$ cat src/shared/wwd_pkg.sv
/*
  Constants, option byte layout, timing counts and carrier types of the
  windowed watchdog with access check.
  Assumes a 200 MHz system clock and a 240 kHz low-speed oscillator rate.
*/
package wwd_pkg;

  // ----------------------------------------------------------------
  // Timing
  // ----------------------------------------------------------------
  localparam int unsigned CLK_HZ = 200_000_000;
  localparam int unsigned LS_OSC_HZ = 240_000;
  localparam int unsigned LS_DIV = CLK_HZ / LS_OSC_HZ;
  localparam logic [9:0] LS_DIV_LAST = 10'(LS_DIV - 1);

  // ----------------------------------------------------------------
  // Boot option byte fields
  // ----------------------------------------------------------------
  localparam logic [15:0] OPT_BYTE_ADDR = 16'h0080;
  localparam int unsigned OPT_EN_BIT = 4;
  localparam int unsigned OPT_OVF_LSB = 1;
  localparam int unsigned OPT_WIN_LSB = 5;

  // ----------------------------------------------------------------
  // Kick key and count limits
  // ----------------------------------------------------------------
  localparam logic [7:0] KICK_KEY = 8'hac;
  localparam logic [15:0] COUNT_MAX = 16'hffff;
  localparam logic [15:0] OVF_LIMIT [0:7] = '{
    16'h03ff, 16'h07ff, 16'h0fff, 16'h1fff,
    16'h3fff, 16'h7fff, 16'hffff, 16'hffff
  };
  localparam logic [1:0] WIN_OPEN_FULL = 2'h3;

  // ----------------------------------------------------------------
  // Memory map for the access check
  // ----------------------------------------------------------------
  localparam logic [15:0] EXEMPT_A_LO = 16'hfb00;
  localparam logic [15:0] EXEMPT_A_HI = 16'hffcf;
  localparam logic [15:0] EXEMPT_B_LO = 16'hffe0;
  localparam logic [15:0] EXP_RAM_BASE = 16'hf000;
  localparam logic [15:0] HS_RAM_END = 16'hfeff;
  localparam logic [15:0] HS_RAM_CEIL = 16'hff00;

  // ----------------------------------------------------------------
  // Types
  // ----------------------------------------------------------------
  typedef enum logic [3:0] {
    WWD_ST_CFG = 4'b0001,
    WWD_ST_OFF = 4'b0010,
    WWD_ST_RUN = 4'b0100,
    WWD_ST_HIT = 4'b1000
  } wwd_state_e;

  typedef struct packed {
    logic enable;
    logic [1:0] win_sel;
    logic [2:0] ovf_sel;
  } wwd_cfg_s;

  typedef struct packed {
    logic overflow;
    logic window;
    logic bit_op;
    logic bad_key;
    logic fetch;
    logic access;
  } wwd_cause_s;

endpackage : wwd_pkg

$ cat src/logic/wwd_tick_div.sv
/*
  Divider that turns the system clock into one-cycle enable pulses at
  the low-speed oscillator rate.
  Assumes a single clock and an active-low asynchronous reset.
*/
`timescale 1ns/1ps
`default_nettype none
module wwd_tick_div (
  input wire logic clk_i,
  input wire logic arst_n_i,
  input wire logic run_i,
  output logic tick_o
);

  logic [9:0] div_reg;

  assign tick_o = run_i && (div_reg == wwd_pkg::LS_DIV_LAST);

  always_ff @(posedge clk_i or negedge arst_n_i) begin
    if (!arst_n_i) begin
      div_reg <= 10'h000;
    end else if (!run_i || tick_o) begin
      div_reg <= 10'h000;
    end else begin
      div_reg <= div_reg + 10'h001;
    end
  end

endmodule : wwd_tick_div
`default_nettype wire

$ cat src/logic/wwd_top.sv
/*
  Windowed watchdog with illegal fetch and access check. Counts on the
  low-speed rate, is cleared by a key write, and requests an internal
  reset on overflow, misplaced or bad kicks and out-of-map addresses.
  Assumes the CPU side presents strobes synchronous to CLOCK_I and that
  the system answers a reset request by asserting ARST_N_I.
*/
// How it works
// - Option bit 4 enables counter and access check
// - Option bits 3..1 pick the overflow time
// - Option bits 6..5 pick the window period
// - Counting starts by itself after reset release
// - Key ACH clears counter and restarts it
// - Later kicks in closed window cause reset
// - Overflow without valid kick causes reset
// - Bit manipulation on kick register causes reset
// - Any non-key byte written causes reset
// - Fetch outside configured areas causes reset
// - Data access outside areas resets, some exempt
// - First kick after reset ignores window
// - Kick-to-overflow error stays within two ticks
// - Kick just before FFFFH still clears
`timescale 1ns/1ps
`default_nettype none
module wwd_top (
  input wire logic CLOCK_I,
  input wire logic ARST_N_I,
  input wire logic [7:0] OPTION_BYTE_I,
  input wire logic KICK_WR_I,
  input wire logic [7:0] KICK_WDATA_I,
  input wire logic KICK_BIT_OP_I,
  input wire logic FETCH_I,
  input wire logic [15:0] FETCH_ADDR_I,
  input wire logic ACCESS_I,
  input wire logic [15:0] ACCESS_ADDR_I,
  input wire logic [7:0] INTERNAL_MEMORY_SIZE_I,
  input wire logic [7:0] EXPANSION_RAM_SIZE_I,
  output logic INT_RESET_REQ_O,
  output wwd_pkg::wwd_cause_s RESET_CAUSE_O,
  output logic RUNNING_O,
  output logic [15:0] COUNT_O
);

  // ----------------------------------------------------------------
  // Area decode
  // ----------------------------------------------------------------
  function automatic logic area_ok(input logic [15:0] addr,
                                   input logic [7:0] internal_memory_size_reg,
                                   input logic [7:0] expansion_ram_size_reg);
    logic rom_ok;
    logic hs_ok;
    logic exp_ok;
    logic [15:0] hs_base;
    logic [16:0] exp_top;
    rom_ok = addr <= {internal_memory_size_reg[3:0], 12'hfff};
    hs_base = wwd_pkg::HS_RAM_CEIL - {internal_memory_size_reg[7:4], 8'h00};
    hs_ok = (addr >= hs_base) && (addr <= wwd_pkg::HS_RAM_END);
    // One bit wider so that a large size does not wrap the top
    exp_top = {1'b0, wwd_pkg::EXP_RAM_BASE} + {3'b000, expansion_ram_size_reg[3:0], 10'h000};
    exp_ok = (addr >= wwd_pkg::EXP_RAM_BASE) && ({1'b0, addr} < exp_top);
    return rom_ok || hs_ok || exp_ok;
  endfunction : area_ok

  function automatic logic [15:0] closed_limit(input logic [15:0] lim,
                                               input logic [1:0] sel);
    logic [15:0] res;
    res = 16'h0000;
    case (sel)
      2'h0: res = lim - (lim >> 2);
      2'h1: res = lim >> 1;
      2'h2: res = lim >> 2;
      default: res = 16'h0000;
    endcase
    return res;
  endfunction : closed_limit

  // ----------------------------------------------------------------
  // State
  // ----------------------------------------------------------------
  wwd_pkg::wwd_state_e state_reg;
  wwd_pkg::wwd_state_e state_next;
  wwd_pkg::wwd_cfg_s cfg_reg;
  wwd_pkg::wwd_cause_s cause_reg;
  logic [15:0] count_reg;
  logic [15:0] count_next;
  logic kicked_reg;
  logic req_reg;

  wire logic running = (state_reg == wwd_pkg::WWD_ST_RUN);
  wire logic tick;
  wire logic [15:0] ovf_limit = wwd_pkg::OVF_LIMIT[cfg_reg.ovf_sel];
  wire logic [15:0] win_closed = closed_limit(ovf_limit,
                                              cfg_reg.win_sel);
  wire logic in_closed = (cfg_reg.win_sel != wwd_pkg::WIN_OPEN_FULL) &&
                         (count_reg < win_closed);
  wire logic kick_ev = running && KICK_WR_I;
  wire logic key_ok = (KICK_WDATA_I == wwd_pkg::KICK_KEY);
  wire logic kick_good = kick_ev && !KICK_BIT_OP_I && key_ok &&
                         (!kicked_reg || !in_closed);
  wire logic ovf_hit = tick && (count_reg == ovf_limit);
  wire logic exempt = (ACCESS_ADDR_I >= wwd_pkg::EXEMPT_A_LO &&
                       ACCESS_ADDR_I <= wwd_pkg::EXEMPT_A_HI) ||
                      (ACCESS_ADDR_I >= wwd_pkg::EXEMPT_B_LO);
  wire logic fetch_ok = area_ok(FETCH_ADDR_I, INTERNAL_MEMORY_SIZE_I,
                                EXPANSION_RAM_SIZE_I);
  wire logic acc_ok = area_ok(ACCESS_ADDR_I, INTERNAL_MEMORY_SIZE_I,
                              EXPANSION_RAM_SIZE_I);
  wwd_pkg::wwd_cause_s cause_now;

  // ----------------------------------------------------------------
  // Reset causes
  // ----------------------------------------------------------------
  assign cause_now.overflow = ovf_hit && !kick_good;
  assign cause_now.window = kick_ev && !KICK_BIT_OP_I && key_ok &&
                            kicked_reg && in_closed;
  assign cause_now.bit_op = kick_ev && KICK_BIT_OP_I;
  assign cause_now.bad_key = kick_ev && !KICK_BIT_OP_I && !key_ok;
  assign cause_now.fetch = running && FETCH_I && !fetch_ok;
  assign cause_now.access = running && ACCESS_I && !exempt &&
                            !acc_ok;
  wire logic any_cause = |cause_now;

  wwd_tick_div u_tick (
    .clk_i(CLOCK_I),
    .arst_n_i(ARST_N_I),
    .run_i(running),
    .tick_o(tick)
  );

  // ----------------------------------------------------------------
  // Next state
  // ----------------------------------------------------------------
  always_comb begin
    state_next = state_reg;
    case (state_reg)
      wwd_pkg::WWD_ST_CFG: begin
        state_next = OPTION_BYTE_I[wwd_pkg::OPT_EN_BIT] ?
                     wwd_pkg::WWD_ST_RUN : wwd_pkg::WWD_ST_OFF;
      end
      wwd_pkg::WWD_ST_RUN: begin
        if (any_cause) begin
          state_next = wwd_pkg::WWD_ST_HIT;
        end
      end
      default: state_next = state_reg;
    endcase
  end

  always_comb begin
    count_next = count_reg;
    if (kick_good) begin
      count_next = 16'h0000;
    end else if (tick && count_reg != wwd_pkg::COUNT_MAX) begin
      count_next = count_reg + 16'h0001;
    end
  end

  // ----------------------------------------------------------------
  // Registers
  // ----------------------------------------------------------------
  always_ff @(posedge CLOCK_I or negedge ARST_N_I) begin
    if (!ARST_N_I) begin
      state_reg <= wwd_pkg::WWD_ST_CFG;
      cfg_reg <= '0;
    end else begin
      state_reg <= state_next;
      if (state_reg == wwd_pkg::WWD_ST_CFG) begin
        cfg_reg.enable <= OPTION_BYTE_I[wwd_pkg::OPT_EN_BIT];
        cfg_reg.ovf_sel <= OPTION_BYTE_I[wwd_pkg::OPT_OVF_LSB +: 3];
        cfg_reg.win_sel <= OPTION_BYTE_I[wwd_pkg::OPT_WIN_LSB +: 2];
      end
    end
  end

  always_ff @(posedge CLOCK_I or negedge ARST_N_I) begin
    if (!ARST_N_I) begin
      count_reg <= 16'h0000;
      kicked_reg <= 1'b0;
    end else if (running) begin
      count_reg <= count_next;
      kicked_reg <= kicked_reg || kick_good;
    end
  end

  always_ff @(posedge CLOCK_I or negedge ARST_N_I) begin
    if (!ARST_N_I) begin
      req_reg <= 1'b0;
      cause_reg <= '0;
    end else begin
      req_reg <= running && any_cause;
      if (running && any_cause) begin
        cause_reg <= cause_now;
      end
    end
  end

  assign INT_RESET_REQ_O = req_reg;
  assign RESET_CAUSE_O = cause_reg;
  assign RUNNING_O = running;
  assign COUNT_O = count_reg;

  // ----------------------------------------------------------------
  // Checks
  // ----------------------------------------------------------------
  AST_ENABLE_PICK: assert property (@(posedge CLOCK_I) disable iff (!ARST_N_I)
    (state_reg == wwd_pkg::WWD_ST_CFG) |=>
      (RUNNING_O == $past(OPTION_BYTE_I[wwd_pkg::OPT_EN_BIT])))
    else $error("enable option not followed");
  AST_DISABLED_QUIET: assert property (@(posedge CLOCK_I)
    disable iff (!ARST_N_I)
    (state_reg == wwd_pkg::WWD_ST_OFF) |-> !cfg_reg.enable ##1
      !INT_RESET_REQ_O)
    else $error("request while disabled");
  AST_KICK_CLEARS: assert property (@(posedge CLOCK_I) disable iff (!ARST_N_I)
    kick_good |=> (COUNT_O == 16'h0000) && !INT_RESET_REQ_O)
    else $error("good kick did not clear");
  AST_WINDOW_RESET: assert property (@(posedge CLOCK_I)
    disable iff (!ARST_N_I)
    (kick_ev && key_ok && !KICK_BIT_OP_I && kicked_reg && in_closed) |=>
      INT_RESET_REQ_O && RESET_CAUSE_O.window)
    else $error("closed window kick missed");
  AST_FIRST_KICK: assert property (@(posedge CLOCK_I) disable iff (!ARST_N_I)
    (kick_ev && key_ok && !KICK_BIT_OP_I && !kicked_reg) |=>
      kicked_reg && !INT_RESET_REQ_O)
    else $error("first kick refused");
  AST_OVERFLOW: assert property (@(posedge CLOCK_I) disable iff (!ARST_N_I)
    (running && tick && COUNT_O == ovf_limit && !KICK_WR_I) |=>
      INT_RESET_REQ_O && RESET_CAUSE_O.overflow)
    else $error("overflow missed");
  AST_BIT_OP: assert property (@(posedge CLOCK_I) disable iff (!ARST_N_I)
    (kick_ev && KICK_BIT_OP_I) |=> INT_RESET_REQ_O && RESET_CAUSE_O.bit_op)
    else $error("bit op missed");
  AST_BAD_KEY: assert property (@(posedge CLOCK_I) disable iff (!ARST_N_I)
    (kick_ev && !KICK_BIT_OP_I && KICK_WDATA_I != wwd_pkg::KICK_KEY) |=>
      INT_RESET_REQ_O && RESET_CAUSE_O.bad_key)
    else $error("bad key missed");
  AST_FETCH: assert property (@(posedge CLOCK_I) disable iff (!ARST_N_I)
    (running && FETCH_I && !fetch_ok) |=> RESET_CAUSE_O.fetch)
    else $error("bad fetch missed");
  AST_EXEMPT: assert property (@(posedge CLOCK_I) disable iff (!ARST_N_I)
    (running && ACCESS_I && ACCESS_ADDR_I >= wwd_pkg::EXEMPT_B_LO &&
     !FETCH_I && !KICK_WR_I && !tick) |=> !INT_RESET_REQ_O)
    else $error("exempt access reset");
  AST_PULSE: assert property (@(posedge CLOCK_I) disable iff (!ARST_N_I)
    INT_RESET_REQ_O |=> !INT_RESET_REQ_O [*2])
    else $error("request not one cycle");
  AST_COUNT_STEP: assert property (@(posedge CLOCK_I) disable iff (!ARST_N_I)
    (running && !tick && !kick_good) |=> $stable(COUNT_O))
    else $error("count moved without tick");

endmodule : wwd_top
`default_nettype wire

$ cat config.mk
export PLATFORM = sky130hd
export DESIGN_NAME = wwd_top
export DESIGN_NICKNAME = d
export VERILOG_FILES = /design/src/shared/wwd_pkg.sv /design/src/logic/wwd_tick_div.sv /design/src/logic/wwd_top.sv
export SDC_FILE = /design/constraint.sdc
export NUM_CORES = 1
export LEC_CHECK = 0
export BUFFER_PORTS_ARGS = -buffer_cell sky130_fd_sc_hd__buf_2
export CORE_MARGIN = 4
export CORE_UTILIZATION = 54
export DETAILED_ROUTE_END_ITERATION = 6
export PLACE_DENSITY = 0.82
export SLEW_MARGIN = 10
export SYNTH_ARGS = -nofsm -noshare
export SYNTH_HDL_FRONTEND = slang
export SYNTH_SLANG_ARGS = --single-unit
$ cat constraint.sdc
create_clock -name CLOCK_I -period 4.5 [get_ports CLOCK_I]
set_input_delay 1.125 -clock CLOCK_I [delete_from_list [all_inputs] [get_ports CLOCK_I]]
set_output_delay 1.125 -clock CLOCK_I [all_outputs]
set_load 0.05 [all_outputs]
### Word level (Yosys, flattened, before mapping)

Memory sizes are Yosys's and may differ from the RTL's.
Index checks and enable logic that the tools add are counted.
W data, S select, Z words.

* bits in latches: 0
* word-level logic and storage cells: 101
* output and inout port bits: 24
* memory bits (read-only): 128
* RAM bits: 0
* input bits: 70
* memories kept: 1
* flip-flop bits (word level): 43

* divide/modulo/power cells: 0
* magnitude comparators: 15
* mux-type cells: 9
* shifts and indexed selects: 0
* eq/ne operators: 10
* reductions and logical operators: 47
* bitwise operators: 1
* multipliers: 0
* add/subtract/negate cells: 5

Memories
* (name not given): words 8, width 16, rd ports 1, clocked after Yosys merged registers in 0, wr ports 0, line wwd_top.sv:91 `wire logic [15:0] ovf_limit = wwd_pkg::OVF_LIMIT[cfg_reg.ovf_sel];`

Operators by type and width (count)
* $ge A16 B16 Y1 const B: 4
* $mux W16: 4
* $le A16 B16 Y1 const B: 3
* $pmux W16 S3: 1
* $lt A16 B17 Y1: 2
* $ge A16 B16 Y1: 2
* $le A16 B16 Y1: 2
* $logic_and A1 B1 Y1: 24
* $add A16 B14 Y17 const A: 1
* $add A16 B1 Y16 const B: 1
* $eq A16 B16 Y1: 1
* $lt A16 B16 Y1: 1
* $ne A16 B16 Y1 const B: 1
* $sub A16 B14 Y16: 1
* $sub A9 B13 Y14 const A: 1
* $add A10 B1 Y10 const B: 1
* $eq A10 B10 Y1 const B: 1
* $mux W10: 1
* $logic_not A1 Y1: 9
* $eq A8 B8 Y1 const B: 1
* $logic_or A1 B1 Y1: 8
* $pmux W4 S2: 1
* $reduce_or A6 Y1: 1
* $eq A4 B1 Y1 const B: 1
* other kinds (12): 14

### Logic depth before layout (Yosys ltp)

* depth in word-level cells: 16
* mapped depth: 16
* mapped depth without buffers: 15

### By module

Synthesis repeated with hierarchy kept, for this count alone.

* cells, all modules: 420
* area total of the unflattened synthesis: 3676.0 um^2

Modules (own cells, without submodules)
* wwd_top: instances 1, seq. area each 827.0 um^2, cells each 364, area each 3130.5 um^2
* wwd_tick_div: instances 1, seq. area each 250.2 um^2, cells each 56, area each 545.5 um^2

### Worst setup path after synthesis

OpenSTA, ideal clock, no wires.

* path type: register -> register
* start point: reg cfg_reg[3] in the netlist's numbering
* end point: reg cause_reg, in the netlist RESET_CAUSE_O[3]
* path slack: 1.258 ns
* cell stages (with the launch flop): 16
* required time: 4.378 ns
* buffers on the path: 1
* period minus slack after synthesis: 3.242 ns
* arrival time: 3.120 ns
* library setup time: 0.122 ns
* cell sequence: dfrtp_1 -> inv_1 -> ha_1 -> inv_1 -> or3_1 -> a21oi_1 -> a21oi_1 -> or2_2 -> ha_1 -> and4_1 -> a22oi_1 -> o211ai_1 -> a211o_1 -> and2_4 -> buf_6 -> a32o_1

* word-level cells in the longest chain between the ends: 11
* elaborated cells between the ends (all ways): 15
* those cells by class: order compare (1); eq/ne (3); mux (1); reduce/logical (10)

Ends and longest elaborated chain
* start, declared: line wwd_top.sv:82 `wwd_pkg::wwd_cfg_s cfg_reg;`
* $eq A2 B2 Y1 (tied with other cells): line wwd_top.sv:68 `case (sel)`
* $pmux W16 S3: line wwd_top.sv:68
* $lt A16 B16 Y1: line wwd_top.sv:95 `(count_reg < win_closed);`
* $logic_and A1 B1 Y1 *: line wwd_top.sv:94 `wire logic in_closed = (cfg_reg.win_sel != wwd_pkg::WIN_OPEN_FULL) &&`
* $logic_not A1 Y1: line wwd_top.sv:99 `(!kicked_reg || !in_closed);`
* $logic_or A1 B1 Y1: line wwd_top.sv:99
* $logic_and A1 B1 Y1: line wwd_top.sv:98 `wire logic kick_good = kick_ev && !KICK_BIT_OP_I && key_ok &&`
* $logic_not A1 Y1: line wwd_top.sv:113 `assign cause_now.overflow = ovf_hit && !kick_good;`
* $logic_and A1 B1 Y1: line wwd_top.sv:113
* $reduce_or A6 Y1 *: line wwd_top.sv:121 `wire logic any_cause = |cause_now;`
* $logic_and A1 B1 Y1 *: line wwd_top.sv:191 `if (running && any_cause) begin`
* end signal, assigned: line wwd_top.sv:192 `cause_reg <= cause_now;`
* end, declared: line wwd_top.sv:83 `wwd_pkg::wwd_cause_s cause_reg;`

Mark *: on every way between the ends. The rest lies on a longest branch, timed or not.
A chain may end at the register's enable or synchronous reset.

### Worst setup path after layout

* start point: reg cfg_reg[3] in the netlist's numbering
* end point: reg count_reg[2], in the netlist COUNT_O[2]

* word-level cells in the longest chain between the ends: 9
* elaborated cells between the ends (all ways): 13
* those cells by class: order compare (1); eq/ne (3); mux (2); reduce/logical (7)

Ends and longest elaborated chain
* $eq A2 B2 Y1 (tied with other cells): line wwd_top.sv:68
* $pmux W16 S3: line wwd_top.sv:68
* $lt A16 B16 Y1: line wwd_top.sv:95
* $logic_and A1 B1 Y1 *: line wwd_top.sv:94
* $logic_not A1 Y1 *: line wwd_top.sv:99
* $logic_or A1 B1 Y1 *: line wwd_top.sv:99
* $logic_and A1 B1 Y1 *: line wwd_top.sv:98
* $reduce_bool A2 Y1 (no source line)
* $reduce_and A2 Y1 (no source line)
* end signal, assigned: line wwd_top.sv:180 `count_reg <= count_next;`
* end, declared: line wwd_top.sv:84 `logic [15:0] count_reg;`

Marks and branches as above.

==> flow_summary_export.csv <==
group,metric,value,unit
hold_path,hp-class,"register to register",
sta,max_freq,0.278,GHz
setup_path,path_cells,"inv_1, ha_1, inv_1, or3_1, a21oi_1, a21oi_1, or2_2, ha_1, and4_1, nand2_1, o211ai_1, and2_2, o21ai_0, a22o_1",
place,dpl.hpwl,7190,microns
clock_network,cts.sinks,43,
synthesis,yosysMostFrequentCell,"ha_1",
setup_path,crit_family,"simple AND/OR/NAND/NOR gates",
setup_path,endpoint_kind,"register",
synthesis,synth_edf_count,0,
setup_path,path_buf_inv,2,
clock_network,clockRootBuffer,"clkbuf_8",
clock_network,h-tree-depth,2,
clock_network,cts_tree,"yes",
final_layout,largest_reg_flops,16,
die,ios,94,
sta,relSlewSlack,36.3,%
die,dieWidth,89.0,microns
clock_network,hold_buffers,0,
setup_path,critPathRequiredTime,4.70,ns
sta,fin_crit,3.60,ns
final_layout,finalNonFillerCells,579,
setup_path,crit_path_start_kind,"register",
synthesis,synth_top_area_share,29.7,%
synthesis,synth_common_cells,"ha_1, dfrtp_1, nor2_1, nand2_1, o21ai_0",
pwr,power.density,177,nW/um^2
synthesis,synth_area_leaders,"dfrtp_1, ha_1, nor2_1",
pwr,static-leakage-power,2.00,nW
die,die_y,89.0,microns
drt,totalWireLength,8930,microns
clock_network,clockBufferDepth,2,
setup_path,crit_fanout,14,
drt,antenna_left,0,
grt,grt_pass1_wl,15000,microns
drt,drcViolationCount,0,
drt,drtPass1Iterations,4,
place,port-buffer-count,87,
synthesis,synth.largest_area_cell,"dfrtp_1",
sta,tns,0,ns
grt,grt_overflow,0,
job,cap_violations,0,
die,core.rowCount,29,
final_layout,layout-drive-gt1-share,21.5,%
grt,antenna_found_initial,0,
drt,routed_via_density,5.95,
place,gp_congestion,0.827,
drt,drt_iter0_drc,103,
status,outcome,"finished clean",
grt,grt_pass1_vias,3370,
final_layout,fill_cells,566,
sta,rsz0062_at_grt,"no",
synthesis,synthCells,416,
synthesis,synthesis.nets,533,
sta,hold_viol,0,
grt,grt_use_total,23.7,%
synthesis,avgSynthCellArea,8.51,sq um
synthesis,synth_cell_types,61,
clock_network,post_cts.repair.setup_buffers,0,
setup_path,path_class,"register to register",
synthesis,syn-cell-area,3540,sq um
clock_network,cts_made_buffers,5,
drt,via_count,3447,
sta,maxSlewViolCount,0,
synthesis,ys_warn_count,0,
sta,tightestPinTransition,0.956,ns
sta,clock_skew,0.0119,ns
clock_network,cts.repair.resized,0,
pwr,ir_worst_vdd,126,uV
sta,setup_viol,0,
sta,fin_crit_sh,80.1,%
setup_path,arrival,3.80,ns
final_layout,layout.nets,618,
setup_path,slowest_stage,"o211ai_1",
die,dieArea,7920,sq um
grt,grt_start_max_net_pins,44,
final_layout,antenna_cells,0,
drt,routedWlPerCell,15.4,microns
clock_network,path_clk_slew,0.09,ns
final_layout,regArea,1080,sq um
final_layout,multiInputGateArea,2290,sq um
clock_network,clk-insertion-delay-late,0.30,ns
synthesis,ys_seq_area_share,30.4,%
final_layout,area_growth,15.9,%
synthesis,async_reset_ff_share,100,%
die,core_area,6350,sq um
place,dp_cells,571,
synthesis,synth-main-ff-cell,"dfrtp_1",
synthesis,ys_ff_latch,43,
die,start_util,55.8,%
setup_path,slowest_delay,0.42,ns
-- path summary, 6_finish.rpt --
kind                                 start           end  slack, ns  cells after the start
max in group asynchronous         ARST_N_I  state_reg[2]       2.93                      1
worst min register to register  kicked_reg    kicked_reg       0.47                      1
worst max register to register  cfg_reg[3]    COUNT_O[2]       0.90                     14
worst min-delay path            kicked_reg    kicked_reg       0.47                      1
worst max-delay path            cfg_reg[3]    COUNT_O[2]       0.90                     14
min in group asynchronous         ARST_N_I    COUNT_O[6]       0.95                      1
-- cell families after synthesis --
logic type | count (synthesis) | synth area share (%)
flops | 43 | 30.4
compound gates | 99 | 17.7
buf+inv | 39 | 4.88
xor+xnor | 14 | 3.46
mux | 3 | 0.919
fa+ha+maj | 47 | 16.6
simple gates | 171 | 26.0
-- layout by cell type, fill, tap and decap left out, drive strengths merged, types with 7 or more instances in the layout --
cell	n
buf	88
ha	47
dfrtp	42
nor2	40
nand2	37
o21ai	32
inv	28
a21oi	23
nand3	17
nand4	17
nor3	12
xor2	9
a21o	8
a22o	7
-- metrics by stage --
step           hold WS (ns)  cell area (sq um)  setup WS [ns]  total power [mW]  util, %
6_report              0.473               4100          0.897             0.726     64.6
5_1_grt               0.489               4100          0.538             0.763     64.6
3_3_place_gp          0.446               4020           1.06             0.485     63.3
4_1_cts               0.474               4100          0.898             0.731     64.6
3_5_place_dp          0.458               4020          0.905             0.490     63.3
2_1_floorplan         0.430               3540           1.26             0.434        -
-- cell type report --
type / count / share of cell area (%)
multi-input cells: 334 / 55.8
clock buffers: 6 / 1.77
inverters: 29 / 2.68
repair buffers: 88 / 10.8
flip-flops and latches: 43 / 26.3
clock inverters: 2 / 0.305
well taps: 77 / 2.35
-- layer usage --
metal  track usage (%)  wire, microns  vias up
li1                  -              -     1693
met1              29.0           3690     1628
met2              42.4           4510      117
met3              4.98            606        9
met4              6.09            118        0
met5                 0              0        -
-- worst reg2reg max path, stage by stage, from the launching register on --
cell	delay (ns)
dfrtp_1	0.41
inv_1	0.10
ha_1	0.26
inv_1	0.11
or3_1	0.36
a21oi_1	0.13
a21oi_1	0.05
or2_2	0.30
ha_1	0.28
and4_1	0.20
nand2_1	0.06
o211ai_1	0.42
and2_2	0.41
o21ai_0	0.16
a22o_1	0.26
-- power breakdown --
group | internal [mW] | total [mW] | switching [mW]
Clock | 0.109 | 0.244 | 0.135
Combinational | 0.0445 | 0.0967 | 0.0522
Sequential | 0.386 | 0.386 | 0
Note: power is estimated with default switching activity, not from simulation.
